### src/cpu_interrupt_sequencer_regs.vh
// Register offsets, field layouts, reset values and sequence constants.
`ifndef CPU_INTERRUPT_SEQUENCER_REGS_VH
`define CPU_INTERRUPT_SEQUENCER_REGS_VH

// Register offsets on the 8-bit register port.
`define ADDR_EXT_SENSE    8'h00
`define ADDR_PERIPH_EN    8'h01
`define ADDR_EXT_STATUS   8'h02
`define ADDR_PERIPH_STAT  8'h03

// Reset values.
`define EXT_SENSE_RST     8'h00
`define PERIPH_EN_RST     6'h00
`define SP_RST            8'h7f

// Sensitivity codes of one external line.
`define SENSE_FALL_LOW    2'b00
`define SENSE_RISE        2'b01
`define SENSE_FALL        2'b10
`define SENSE_BOTH        2'b11

// Bit of the external status register that mirrors the global mask.
`define EXT_STATUS_MASK_BIT 7

// Vector slots: external lines and peripherals.
`define SLOT_EXT_FIRST    4'd1
`define SLOT_PER_FIRST    4'd7
`define SLOT_LAST         4'd12

// Vector addresses (address of the high byte of each pair).
`define VEC_RESET         16'hfffe
`define VEC_TRAP          16'hfffc
`define VEC_SLOT0         16'hfffa

// Peripheral sources able to leave halt: overflow, tick, serial.
`define PER_HALT_WAKE     6'h34

// Locations that one saved context takes on the stack.
`define CTX_BYTES         3'd5

`endif

### src/cpu_interrupt_sequencer.v
// Interrupt sequencer: requests, priority, context save and vectoring.
`timescale 1ns/1ps
`include "cpu_interrupt_sequencer_regs.vh"

module cpu_interrupt_sequencer (
    // Clock and reset.
    input  wire        clk_sys_i,
    input  wire        rst_n_i,
    // Register port.
    input  wire [7:0]  addr_i,
    input  wire [7:0]  wdata_i,
    input  wire        wr_i,
    input  wire        rd_i,
    output reg  [7:0]  rdata_o,
    // Core control.
    input  wire        boundary_i,
    input  wire        trap_i,
    input  wire        return_from_isr_i,
    input  wire        mask_set_i,
    input  wire        mask_clr_i,
    input  wire        wait_i,
    input  wire        halt_i,
    // Core context to save.
    input  wire [15:0] core_pc_i,
    input  wire [7:0]  core_x_i,
    input  wire [7:0]  core_a_i,
    input  wire [7:0]  condition_code_reg_i,
    // External lines and combined-pin low indication.
    input  wire [3:0]  ext_irq_line_i,
    input  wire [3:0]  ext_block_i,
    // Peripheral flags and their clear-sequence strobes.
    input  wire [5:0]  periph_flag_i,
    input  wire [5:0]  periph_clr_i,
    // Stack access.
    output reg         stack_we_o,
    output reg         stack_re_o,
    output reg  [7:0]  stack_addr_o,
    output reg  [7:0]  stack_wdata_o,
    output reg  [2:0]  stack_sel_o,
    // Sequencing results.
    output reg  [15:0] vector_o,
    output reg         vector_load_o,
    output reg         resume_o,
    output reg         global_mask_o,
    output wire        busy_o,
    output wire        wake_o
);

    ////////////////////////////////////////////////////////////////////////
    // Declarations.

    // Sequencer states.
    localparam [2:0] ST_RESET = 3'd0;
    localparam [2:0] ST_IDLE  = 3'd1;
    localparam [2:0] ST_PUSH  = 3'd2;
    localparam [2:0] ST_VEC   = 3'd3;
    localparam [2:0] ST_POP   = 3'd4;

    reg  [2:0]  state_q;        // Current sequencer state.
    reg  [2:0]  step_q;         // Byte counter inside push or pop.
    reg  [7:0]  sp_q;           // Stack pointer.
    reg         trap_sel_q;     // Entry being served is the trap.
    reg  [3:0]  slot_q;         // Slot being served.
    reg  [7:0]  ext_sense_q;    // Two bits of sensitivity per line.
    reg  [5:0]  periph_en_q;    // Peripheral enables.
    reg  [3:0]  ext_prev_q;     // Last sampled line levels.
    reg  [5:0]  flag_prev_q;    // Last sampled peripheral flags.
    reg  [3:0]  ext_pend_q;     // Latched external edges.
    reg  [5:0]  per_pend_q;     // Latched peripheral events.

    wire [3:0]  ext_req;        // External requests before the mask.
    wire [5:0]  per_req;        // Peripheral requests before the mask.
    wire [3:0]  ext_clr;        // Per-line clear of the edge latch.
    wire [5:0]  per_clr;        // Per-source clear of the latch.
    wire [12:0] slot_req;       // Requests by vector slot.
    wire        sense_wr;       // Accepted write of the sense register.
    wire        entry_done;     // Vector of a maskable source, not the trap, is being loaded this cycle.
    reg  [3:0]  win_slot;       // Winning slot of this cycle.
    reg         win_any;        // Some unmasked request exists.
    integer     k;

    assign sense_wr   = wr_i & (addr_i == `ADDR_EXT_SENSE) & global_mask_o;
    assign entry_done = (state_q == ST_VEC) & ~trap_sel_q;
    assign busy_o     = (state_q != ST_IDLE);

    ////////////////////////////////////////////////////////////////////////
    // External lines.

    genvar g;
    generate
        for (g = 0; g < 4; g = g + 1) begin : g_ext
            wire [1:0] mode;
            wire       fall;
            wire       rise;
            wire       hit;
            assign mode = ext_sense_q[2*g+1:2*g];
            assign fall = ext_prev_q[g] & ~ext_irq_line_i[g];
            assign rise = ~ext_prev_q[g] & ext_irq_line_i[g];
            // Edge selection by the sensitivity code.
            assign hit  = (mode == `SENSE_RISE) ? rise :
                          (mode == `SENSE_BOTH) ? (rise | fall) : fall;
            // Entry of this line or a sense change empties its latch.
            assign ext_clr[g] = (entry_done & (slot_q ==
                                 `SLOT_EXT_FIRST + g)) |
                                (sense_wr & (wdata_i[2*g+1:2*g]
                                 != mode));
            // A low on a combined pin masks the request outright.
            assign ext_req[g] = ~ext_block_i[g] &
                                (ext_pend_q[g] |
                                 ((mode == `SENSE_FALL_LOW) &
                                  ~ext_irq_line_i[g]));
            // New edges are latched; an edge in the clearing cycle wins.
            always @(posedge clk_sys_i or negedge rst_n_i) begin
                if (!rst_n_i) begin
                    ext_pend_q[g] <= 1'b0;
                end else if (hit) begin
                    ext_pend_q[g] <= 1'b1;
                end else if (ext_clr[g]) begin
                    ext_pend_q[g] <= 1'b0;
                end
            end
        end
    endgenerate

    ////////////////////////////////////////////////////////////////////////
    // Peripheral sources.

    generate
        for (g = 0; g < 6; g = g + 1) begin : g_per
            // Clear sequence or entry of this source empties the latch.
            assign per_clr[g] = periph_clr_i[g] |
                                (entry_done &
                                 (slot_q == `SLOT_PER_FIRST + g));
            // Only an enabled latched event asks for service.
            assign per_req[g] = per_pend_q[g] & periph_en_q[g];
            // The latch holds a disabled event as pending.
            always @(posedge clk_sys_i or negedge rst_n_i) begin
                if (!rst_n_i) begin
                    per_pend_q[g] <= 1'b0;
                end else if (periph_flag_i[g] & ~flag_prev_q[g]) begin
                    per_pend_q[g] <= 1'b1;
                end else if (per_clr[g]) begin
                    per_pend_q[g] <= 1'b0;
                end
            end
        end
    endgenerate

    // Slot map: 1..4 external, 7..12 peripherals, others unused.
    assign slot_req = {per_req, 2'b00, ext_req, 1'b0};

    ////////////////////////////////////////////////////////////////////////
    // Wake-up from the low-power states.

    // Wait is left by any request; halt only by capable ones. Non-capable
    // peripherals stay latched and are served after some other wake-up.
    assign wake_o = (wait_i & (|slot_req)) |
                    (halt_i & ((|ext_req) |
                     (|(per_req & `PER_HALT_WAKE))));

    ////////////////////////////////////////////////////////////////////////
    // Arbitration: the lowest slot number wins.

    // Scanning downward lets lower slots overwrite higher ones, so the
    // whole choice settles in one combinational pass.
    always @* begin
        win_slot = 4'd0;
        win_any  = 1'b0;
        for (k = 12; k >= 1; k = k - 1) begin
            if (slot_req[k] & ~global_mask_o) begin
                win_slot = k[3:0];
                win_any  = 1'b1;
            end
        end
    end

    ////////////////////////////////////////////////////////////////////////
    // Registers written by software and sampled inputs.

    // The sense register ignores writes while the mask is clear, so a
    // running program cannot alter edge detection under its feet.
    always @(posedge clk_sys_i or negedge rst_n_i) begin
        if (!rst_n_i) begin
            ext_sense_q <= `EXT_SENSE_RST;
            periph_en_q <= `PERIPH_EN_RST;
            ext_prev_q  <= 4'hf;
            flag_prev_q <= 6'h00;
        end else begin
            ext_prev_q  <= ext_irq_line_i;
            flag_prev_q <= periph_flag_i;
            if (sense_wr) begin
                ext_sense_q <= wdata_i;
            end
            if (wr_i & (addr_i == `ADDR_PERIPH_EN)) begin
                periph_en_q <= wdata_i[5:0];
            end
        end
    end

    // Read data stand in the cycle after the strobe only.
    always @(posedge clk_sys_i or negedge rst_n_i) begin
        if (!rst_n_i) begin
            rdata_o <= 8'h00;
        end else if (rd_i) begin
            case (addr_i)
                `ADDR_EXT_SENSE:   rdata_o <= ext_sense_q;
                `ADDR_PERIPH_EN:   rdata_o <= {2'b00, periph_en_q};
                `ADDR_EXT_STATUS:  rdata_o <= {global_mask_o, 3'b000,
                                               ext_pend_q};
                `ADDR_PERIPH_STAT: rdata_o <= {2'b00, per_pend_q};
                default:           rdata_o <= 8'h00;
            endcase
        end else begin
            rdata_o <= 8'h00;
        end
    end

    ////////////////////////////////////////////////////////////////////////
    // Entry and return sequencer.

    // One process owns the stack port, the mask bit and the vector so
    // that no two actions can fight over the stack pointer.
    always @(posedge clk_sys_i or negedge rst_n_i) begin
        if (!rst_n_i) begin
            state_q       <= ST_RESET;
            step_q        <= 3'd0;
            sp_q          <= `SP_RST;
            trap_sel_q    <= 1'b0;
            slot_q        <= 4'd0;
            global_mask_o <= 1'b1;
            stack_we_o    <= 1'b0;
            stack_re_o    <= 1'b0;
            stack_addr_o  <= 8'h00;
            stack_wdata_o <= 8'h00;
            stack_sel_o   <= 3'd0;
            vector_o      <= 16'h0000;
            vector_load_o <= 1'b0;
            resume_o      <= 1'b0;
        end else begin
            stack_we_o    <= 1'b0;
            stack_re_o    <= 1'b0;
            vector_load_o <= 1'b0;
            resume_o      <= 1'b0;
            case (state_q)
                // Reset outranks every source: fetch its vector first.
                ST_RESET: begin
                    vector_o      <= `VEC_RESET;
                    vector_load_o <= 1'b1;
                    state_q       <= ST_IDLE;
                end
                // Mask changes act at once; entry or return starts only on a finished instruction.
                ST_IDLE: begin
                    if (mask_set_i) begin
                        global_mask_o <= 1'b1;
                    end else if (mask_clr_i) begin
                        global_mask_o <= 1'b0;
                    end
                    if (boundary_i) begin
                        step_q <= 3'd0;
                        if (return_from_isr_i) begin
                            state_q <= ST_POP;
                        end else if (trap_i) begin
                            trap_sel_q <= 1'b1;
                            state_q    <= ST_PUSH;
                        end else if (win_any) begin
                            trap_sel_q <= 1'b0;
                            slot_q     <= win_slot;
                            state_q    <= ST_PUSH;
                        end
                    end
                end
                // Save PCL, PCH, X, A, CC, one byte a cycle downward.
                ST_PUSH: begin
                    stack_we_o   <= 1'b1;
                    stack_addr_o <= sp_q;
                    stack_sel_o  <= step_q;
                    sp_q         <= sp_q - 8'h01;
                    case (step_q)
                        3'd0:    stack_wdata_o <= core_pc_i[7:0];
                        3'd1:    stack_wdata_o <= core_pc_i[15:8];
                        3'd2:    stack_wdata_o <= core_x_i;
                        3'd3:    stack_wdata_o <= core_a_i;
                        default: stack_wdata_o <= condition_code_reg_i;
                    endcase
                    if (step_q == `CTX_BYTES - 3'd1) begin
                        state_q <= ST_VEC;
                    end else begin
                        step_q <= step_q + 3'd1;
                    end
                end
                // Mask further requests and hand the vector to the core.
                ST_VEC: begin
                    global_mask_o <= 1'b1;
                    vector_load_o <= 1'b1;
                    if (trap_sel_q) begin
                        vector_o <= `VEC_TRAP;
                    end else begin
                        // Each slot sits one pair below the one before.
                        vector_o <= `VEC_SLOT0 -
                                    {11'h000, slot_q, 1'b0};
                    end
                    state_q <= ST_IDLE;
                end
                // Read the five bytes back upward, then unmask.
                ST_POP: begin
                    stack_re_o   <= 1'b1;
                    stack_addr_o <= sp_q + 8'h01;
                    stack_sel_o  <= `CTX_BYTES - 3'd1 - step_q;
                    sp_q         <= sp_q + 8'h01;
                    if (step_q == `CTX_BYTES - 3'd1) begin
                        global_mask_o <= 1'b0;
                        resume_o      <= 1'b1;
                        state_q       <= ST_IDLE;
                    end else begin
                        step_q <= step_q + 3'd1;
                    end
                end
                default: begin
                    state_q <= ST_IDLE;
                end
            endcase
        end
    end

endmodule // cpu_interrupt_sequencer

### config.mk
export PLATFORM = sky130hd
export DESIGN_NAME = cpu_interrupt_sequencer
export DESIGN_NICKNAME = d
export VERILOG_FILES = /design/src/cpu_interrupt_sequencer.v
export VERILOG_INCLUDE_DIRS = /design/src
export SDC_FILE = /design/constraint.sdc
export NUM_CORES = 1
export LEC_CHECK = 0
export BUFFER_PORTS_ARGS = -buffer_cell sky130_fd_sc_hd__buf_2
export CELL_PAD_IN_SITES_DETAIL_PLACEMENT = 1
export CELL_PAD_IN_SITES_GLOBAL_PLACEMENT = 1
export CORE_ASPECT_RATIO = 1.75
export CORE_MARGIN = 2
export CORE_UTILIZATION = 43
export CTS_CLUSTER_DIAMETER = 30
export CTS_CLUSTER_SIZE = 14
export DETAILED_ROUTE_END_ITERATION = 8
export HOLD_SLACK_MARGIN = 0.05
export PLACE_DENSITY_LB_ADDON = 0.1
export SLEW_MARGIN = 0
export SYNTH_ARGS = -nofsm -noshare
export SYNTH_HDL_FRONTEND = slang
export SYNTH_SLANG_ARGS = --single-unit
export TNS_END_PERCENT = 30
### constraint.sdc
create_clock -name clk_sys_i -period 3.25 [get_ports clk_sys_i]
set_input_delay 0.4875 -clock clk_sys_i [delete_from_list [all_inputs] [get_ports clk_sys_i]]
set_output_delay 0.4875 -clock clk_sys_i [all_outputs]
set_load 0.01 [all_outputs]
### Word-level counts from Yosys, hierarchy flattened

Cells that the tools add are included.

| word-level totals | value |
|---|---|
| flip-flop bits (word level) | 101 |
| bits in latches | 0 |
| bits in writable memories | 0 |
| ROM bits | 0 |
| input bits | 87 |
| output and inout bits | 50 |
| memories | 0 |

| cells by class | value |
|---|---|
| $add $sub $neg | 5 |
| multipliers | 0 |
| div/mod/pow operators | 0 |
| $lt $le $gt $ge | 0 |
| equal/unequal tests | 40 |
| shift operators | 0 |
| mux-type cells | 77 |
| bitwise operators | 100 |
| reductions and logical operators | 32 |

Operators with widths:

| kind | number |
|---|---|
| $pmux W8 S4 | 2 |
| $and A1 B1 Y1 | 58 |
| $mux W1 | 48 |
| $mux W4 | 10 |
| $pmux W16 S2 | 1 |
| $pmux W8 S2 | 2 |
| $reduce_bool A2 Y1 | 14 |
| $mux W3 | 8 |
| $not A1 Y1 | 22 |
| $eq A4 B4 Y1 const B | 5 |
| $or A1 B1 Y1 | 20 |
| $eq A8 B2 Y1 const B | 2 |
| $mux W16 | 1 |
| $eq A3 B2 Y1 const B | 4 |
| $pmux W3 S2 | 2 |
| $reduce_or A10 Y1 | 1 |
| $pmux W3 S3 | 1 |
| $add A8 B1 Y8 const B | 1 |
| $eq A2 B1 Y1 const B | 4 |
| $eq A2 B2 Y1 const B | 4 |
| $eq A4 B2 Y1 const B | 2 |
| $eq A4 B3 Y1 const B | 2 |
| $eq A8 B1 Y1 const B | 1 |
| $logic_not A2 Y1 | 4 |
| other kinds (23) | 35 |

### Depth between registers and ports, before layout

| depth | value |
|---|---|
| depth after elaboration | 17 |
| gate-level depth with buffers | 8 |

### Worst setup path after synthesis

No wires, ideal clock.

| path | value |
|---|---|
| path kind | input port to flip-flop |
| start | input ext_irq_line_i[0] |
| end | register slot_q[0] |
| arrival time | 1.954 ns |
| required time | 3.125 ns |
| setup slack | 1.171 ns |
| stages on the path | 5 |
| cells stage by stage | or4_4 and3_4 a41oi_2 and3b_4 mux2_2 |

| on the way | value |
|---|---|
| cells in the longest elaborated chain, start to end | 7 |
| elaborated cells between the ends (all ways) | 8 |

RTL lines:

| element | RTL line | text |
|---|---|---|
| from (decl) | cpu_interrupt_sequencer.v:29 | `input wire [3:0] ext_irq_line_i,` |
| $not A1 Y1 * | cpu_interrupt_sequencer.v:111 | `~ext_irq_line_i[g]));` |
| $and A1 B1 Y1 * | cpu_interrupt_sequencer.v:110 | `` ((mode == `SENSE_FALL_LOW) & `` |
| $or A1 B1 Y1 * | cpu_interrupt_sequencer.v:109 | `(ext_pend_q[g] \|` |
| $and A1 B1 Y1 * | cpu_interrupt_sequencer.v:108 | `assign ext_req[g] = ~ext_block_i[g] &` |
| $and A1 B1 Y1 * | cpu_interrupt_sequencer.v:170 | `if (slot_req[k] & ~global_mask_o) begin` |
| $mux W1 | cpu_interrupt_sequencer.v:170 |  |
| $reduce_and A5 Y1 (no source line) | - |  |
| to (signal assigned) | cpu_interrupt_sequencer.v:267 | `slot_q <= win_slot;` |
| to (decl) | cpu_interrupt_sequencer.v:63 | `reg [3:0] slot_q;` |

Every way passes the cells marked *; elsewhere a longest branch is shown, timed or not.
A chain may end at the register's enable or synchronous reset.

### Worst setup path in the final report

| path | value |
|---|---|
| start | register ext_sense_q[3] |
| end | output wake_o |

| on the way | value |
|---|---|
| cells in the longest elaborated chain, start to end | 8 |
| elaborated cells between the ends (all ways) | 10 |

RTL lines:

| element | RTL line | text |
|---|---|---|
| from (decl) | cpu_interrupt_sequencer.v:64 | `reg [7:0] ext_sense_q;` |
| from (signal assigned) | cpu_interrupt_sequencer.v:184 | `` ext_sense_q <= `EXT_SENSE_RST; `` |
| from (signal assigned) | cpu_interrupt_sequencer.v:192 | `ext_sense_q <= wdata_i;` |
| $logic_not A2 Y1 (no source line) * | - |  |
| $and A1 B1 Y1 * | cpu_interrupt_sequencer.v:110 |  |
| $or A1 B1 Y1 * | cpu_interrupt_sequencer.v:109 |  |
| $and A1 B1 Y1 * | cpu_interrupt_sequencer.v:108 |  |
| $reduce_or A4 Y1 | cpu_interrupt_sequencer.v:158 | `(halt_i & ((\|ext_req) \|` |
| $or A1 B1 Y1 | cpu_interrupt_sequencer.v:158 |  |
| $and A1 B1 Y1 | cpu_interrupt_sequencer.v:158 |  |
| $or A1 B1 Y1 * | cpu_interrupt_sequencer.v:157 | `assign wake_o = (wait_i & (\|slot_req)) \|` |
| to (decl) | cpu_interrupt_sequencer.v:46 | `output wire wake_o` |

Marks and branches as above.

==> metrics.yaml <==
status: "completed"
grt_setup_unrepaired: "false"
slowest_delay_ns: 0.49
vias_per_cell: 5.68
r2r_slack_ns: 0.74
cts_setup_buffers: 0
start_util_pct: 43.8
num_io_pins: 137
power_density_mw_per_mm2: 664
crit_chain: "nor3_1 -> o21bai_1 -> and2_1 -> nand3_1 -> a21o_1 -> buf_2"
fmax_ghz: 0.397
place.port_buffers: 135
ys_seq_area_share_pct: 47.1
grt_first_pass_wirelength_um: 22900
synthCells: 491
grt_overflow_total: 0
htree_levels: 3
synth.ff_latch_count: 91
clk_path_buf_depth: 2
slowest_stage: "dfrtp_1"
required_ns: 2.76
finalSetupViolations: 0
hold_violations: 0
gr-usage-all-layers_pct: 23.8
ctsResizeCount: 0
ant_nets: 0
die_area_mm2: 0.0122
num_rows: 51
path_clk_slew_ns: 0.07
async_reset_ff_share_pct: 100
fin_tns_setup_ns: 0
synthFlopType: "dfrtp_1"
fillCellCount: 1307
grt_pass1_vias: 4612
worst_pin_slew_ns: 0.755
drt_iter0_drc: 208
reg2reg_depth: 6
setup_ws_ns: 0.731
worstSkewPairLatency_ns: 0.34
critPathArrivalTime_ns: 2.03
layout-drive-gt1-share_pct: 33.6
die_h_um: 145
antenna_found_initial: 0
syn_nets: 598
syn2layout_area_growth_pct: 21.1
hold_buffers: 0
synth_top_area_share_pct: 40.6
fin_cells: 745
vias: 4229
r2r-start: "state_q[2]$_DFFE_PN0P_"
dp.cells: 729
drt-wirelength-per-cell_um: 18.9
fin_crit_sh_pct: 77.5
relSlewSlack_pct: 49.7
r2r_end: "step_q[2]$_DFFE_PN0P_"
fin_nets: 715
synth_area_mm2: 0.00486
synth.distinct_cells: 67
drc: 0
dp_slack_ns: 0.758
cp-end-kind: "output port"
yosys.area.top_type: "dfrtp_1"
clock-root-buffer: "clkbuf_16"
fin_worst_skew_ns: 0.0115
cts_tree: "built"
irDropWorstVdd_mv: 0.342
drt_wl_total_um: 14100
yosysWarnings: 0
min_path_type: "in2async"
chipWidth_um: 84.4
antenna_cells: 0
syn_area_per_cell_um2: 9.91
drv_cap: 0
utilization_pct: 53.1
synth-edff-count: 0
dp_hpwl_um: 10900
p_leak_nw: 2.79
core_mm2: 0.0111
yosys-top-cells-area: "dfrtp_1, dfstp_2, mux2_2, ha_1, a21oi_1"
criticalPathCategory: "reg2out"
gp_routability_congestion: 0.866
min_period_ns: 2.52
numCtsBuffers: 9
grt_max_degree: 58
drt-pass1-iter-count: 6
crit_path_start_kind: "flop"
crit_fanout: 5
cts_sinks: 91
drv_slew: 0
==> layout make-up <==
class	instances	area [um^2]	share of cell area, %
Tap cell	132	165	2.80
Timing Repair Buffer	139	708	12.0
Multi-Input combinational cell	335	2290	38.8
Inverter	32	120	2.04
Clock inverter	4	55.1	0.934
Clock buffer	12	267	4.52
Sequential cell	91	2290	38.9
==> registers in the layout (all words and copies together), names as in the netlist <==
name           count
ext_sense_q        8
rdata_o            8
sp_q               8
stack_addr_o       8
stack_wdata_o      8
flag_prev_q        6
per_pend_q         6
periph_en_q        6
vector_o           6
ext_pend_q         4
ext_prev_q         4
slot_q             4
stack_sel_o        3
state_q            3
step_q             3
global_mask_o      1
resume_o           1
stack_re_o         1
stack_we_o         1
trap_sel_q         1
vector_load_o      1
==> per-layer routing <==
layer	track usage, %	wire length (um)
met5	0	0
met1	24.4	4890
met3	3.74	609
met2	46.6	8130
met4	11.2	457
==> synthesized netlist by cell type (all sizes together), types with 6 or more instances <==
cell type and n:
clkbuf 18, nand3 8, ha 20, mux2 23
o21ai 34, dfstp 12, mux2i 9, a22oi 17
a21oi 35, nand2 43, buf 15, xnor2 11
dfrtp 79, nor3 6, inv 31, nor2 40
a222oi 6
==> kinds of logic (layout without fill, tap and decap cells) <==
logic type      after synthesis  count (layout)  share of synthesized area, %
compound gates              135             135                          18.2
xor+xnor                     16              16                          2.88
fa+ha+maj                    20              20                          5.14
buf+inv                      65             187                          5.89
flops                        91              91                          47.1
mux                          32              32                          7.18
other cells                   1               1                        0.0771
simple gates                131             131                          13.6
==> worst max path at each step <==
stage,start,to,slack [ns],cells past startpoint
floorplan,ext_irq_line_i[0],slot_q[0]$_DFFE_PN0P_,1.17,5
finish,ext_sense_q[3]$_DFFE_PN0P_,wake_o,0.73,6
global route,state_q[2]$_DFFE_PN0P_,step_q[2]$_DFFE_PN0P_,0.50,6
detailed placement,state_q[2]$_DFFE_PN0P_,step_q[2]$_DFFE_PN0P_,0.76,6
CTS,ext_sense_q[3]$_DFFE_PN0P_,wake_o,0.69,6
global placement,state_q[2]$_DFFE_PN0P_,step_q[2]$_DFFE_PN0P_,0.90,6
==> layout by cell type, fill, tap and decap left out, types with 3 or more instances in the layout <==
cell and n:
nand3_1 7, xnor2_1 11, o211ai_1 5, a21oi_1 35
dfrtp_1 79, xor2_1 5, o21ai_0 34, buf_4 5
o311ai_0 4, a22oi_1 17, nor2_1 40, clkbuf_8 3
nor2b_1 5, a211oi_1 5, clkbuf_16 9, nand2_1 42
mux2_2 23, o21bai_1 3, o31ai_1 3, nand2b_1 3
mux2i_1 9, ha_1 20, inv_1 31, a31oi_1 5
nor3_1 5, a222oi_1 6, dfstp_2 12, buf_2 134
==> metrics by stage <==
stage / area (um^2) / hold WS (ns) / power (W)
after floorplan: 4860 / 0.192 / 0.00235
final: 5890 / 0.215 / 0.00391
after global routing: 5890 / 0.255 / 0.00417
after CTS: 5890 / 0.237 / 0.00396
after detailed placement: 5570 / 0.411 / 0.00283
after global placement: 5570 / 0.409 / 0.00277
==> critical path: cells and delay by family, from the launching register on <==
family | cells | cell delay (ns)
AO/OA/AOI/OAI | 2 | 0.63
buffers and inverters | 1 | 0.13
flip-flops | 1 | 0.49
AND/OR/NAND/NOR | 3 | 0.44
==> power by group <==
part | internal [W] | switching, W | total, W
logic | 0.000487 | 0.000634 | 0.00112
clock network | 0.000664 | 0.000452 | 0.00112
registers | 0.00141 | 0.000260 | 0.00168
total | 0.00257 | 0.00135 | 0.00391
No activity file was read; power rests on OpenSTA's default activity.
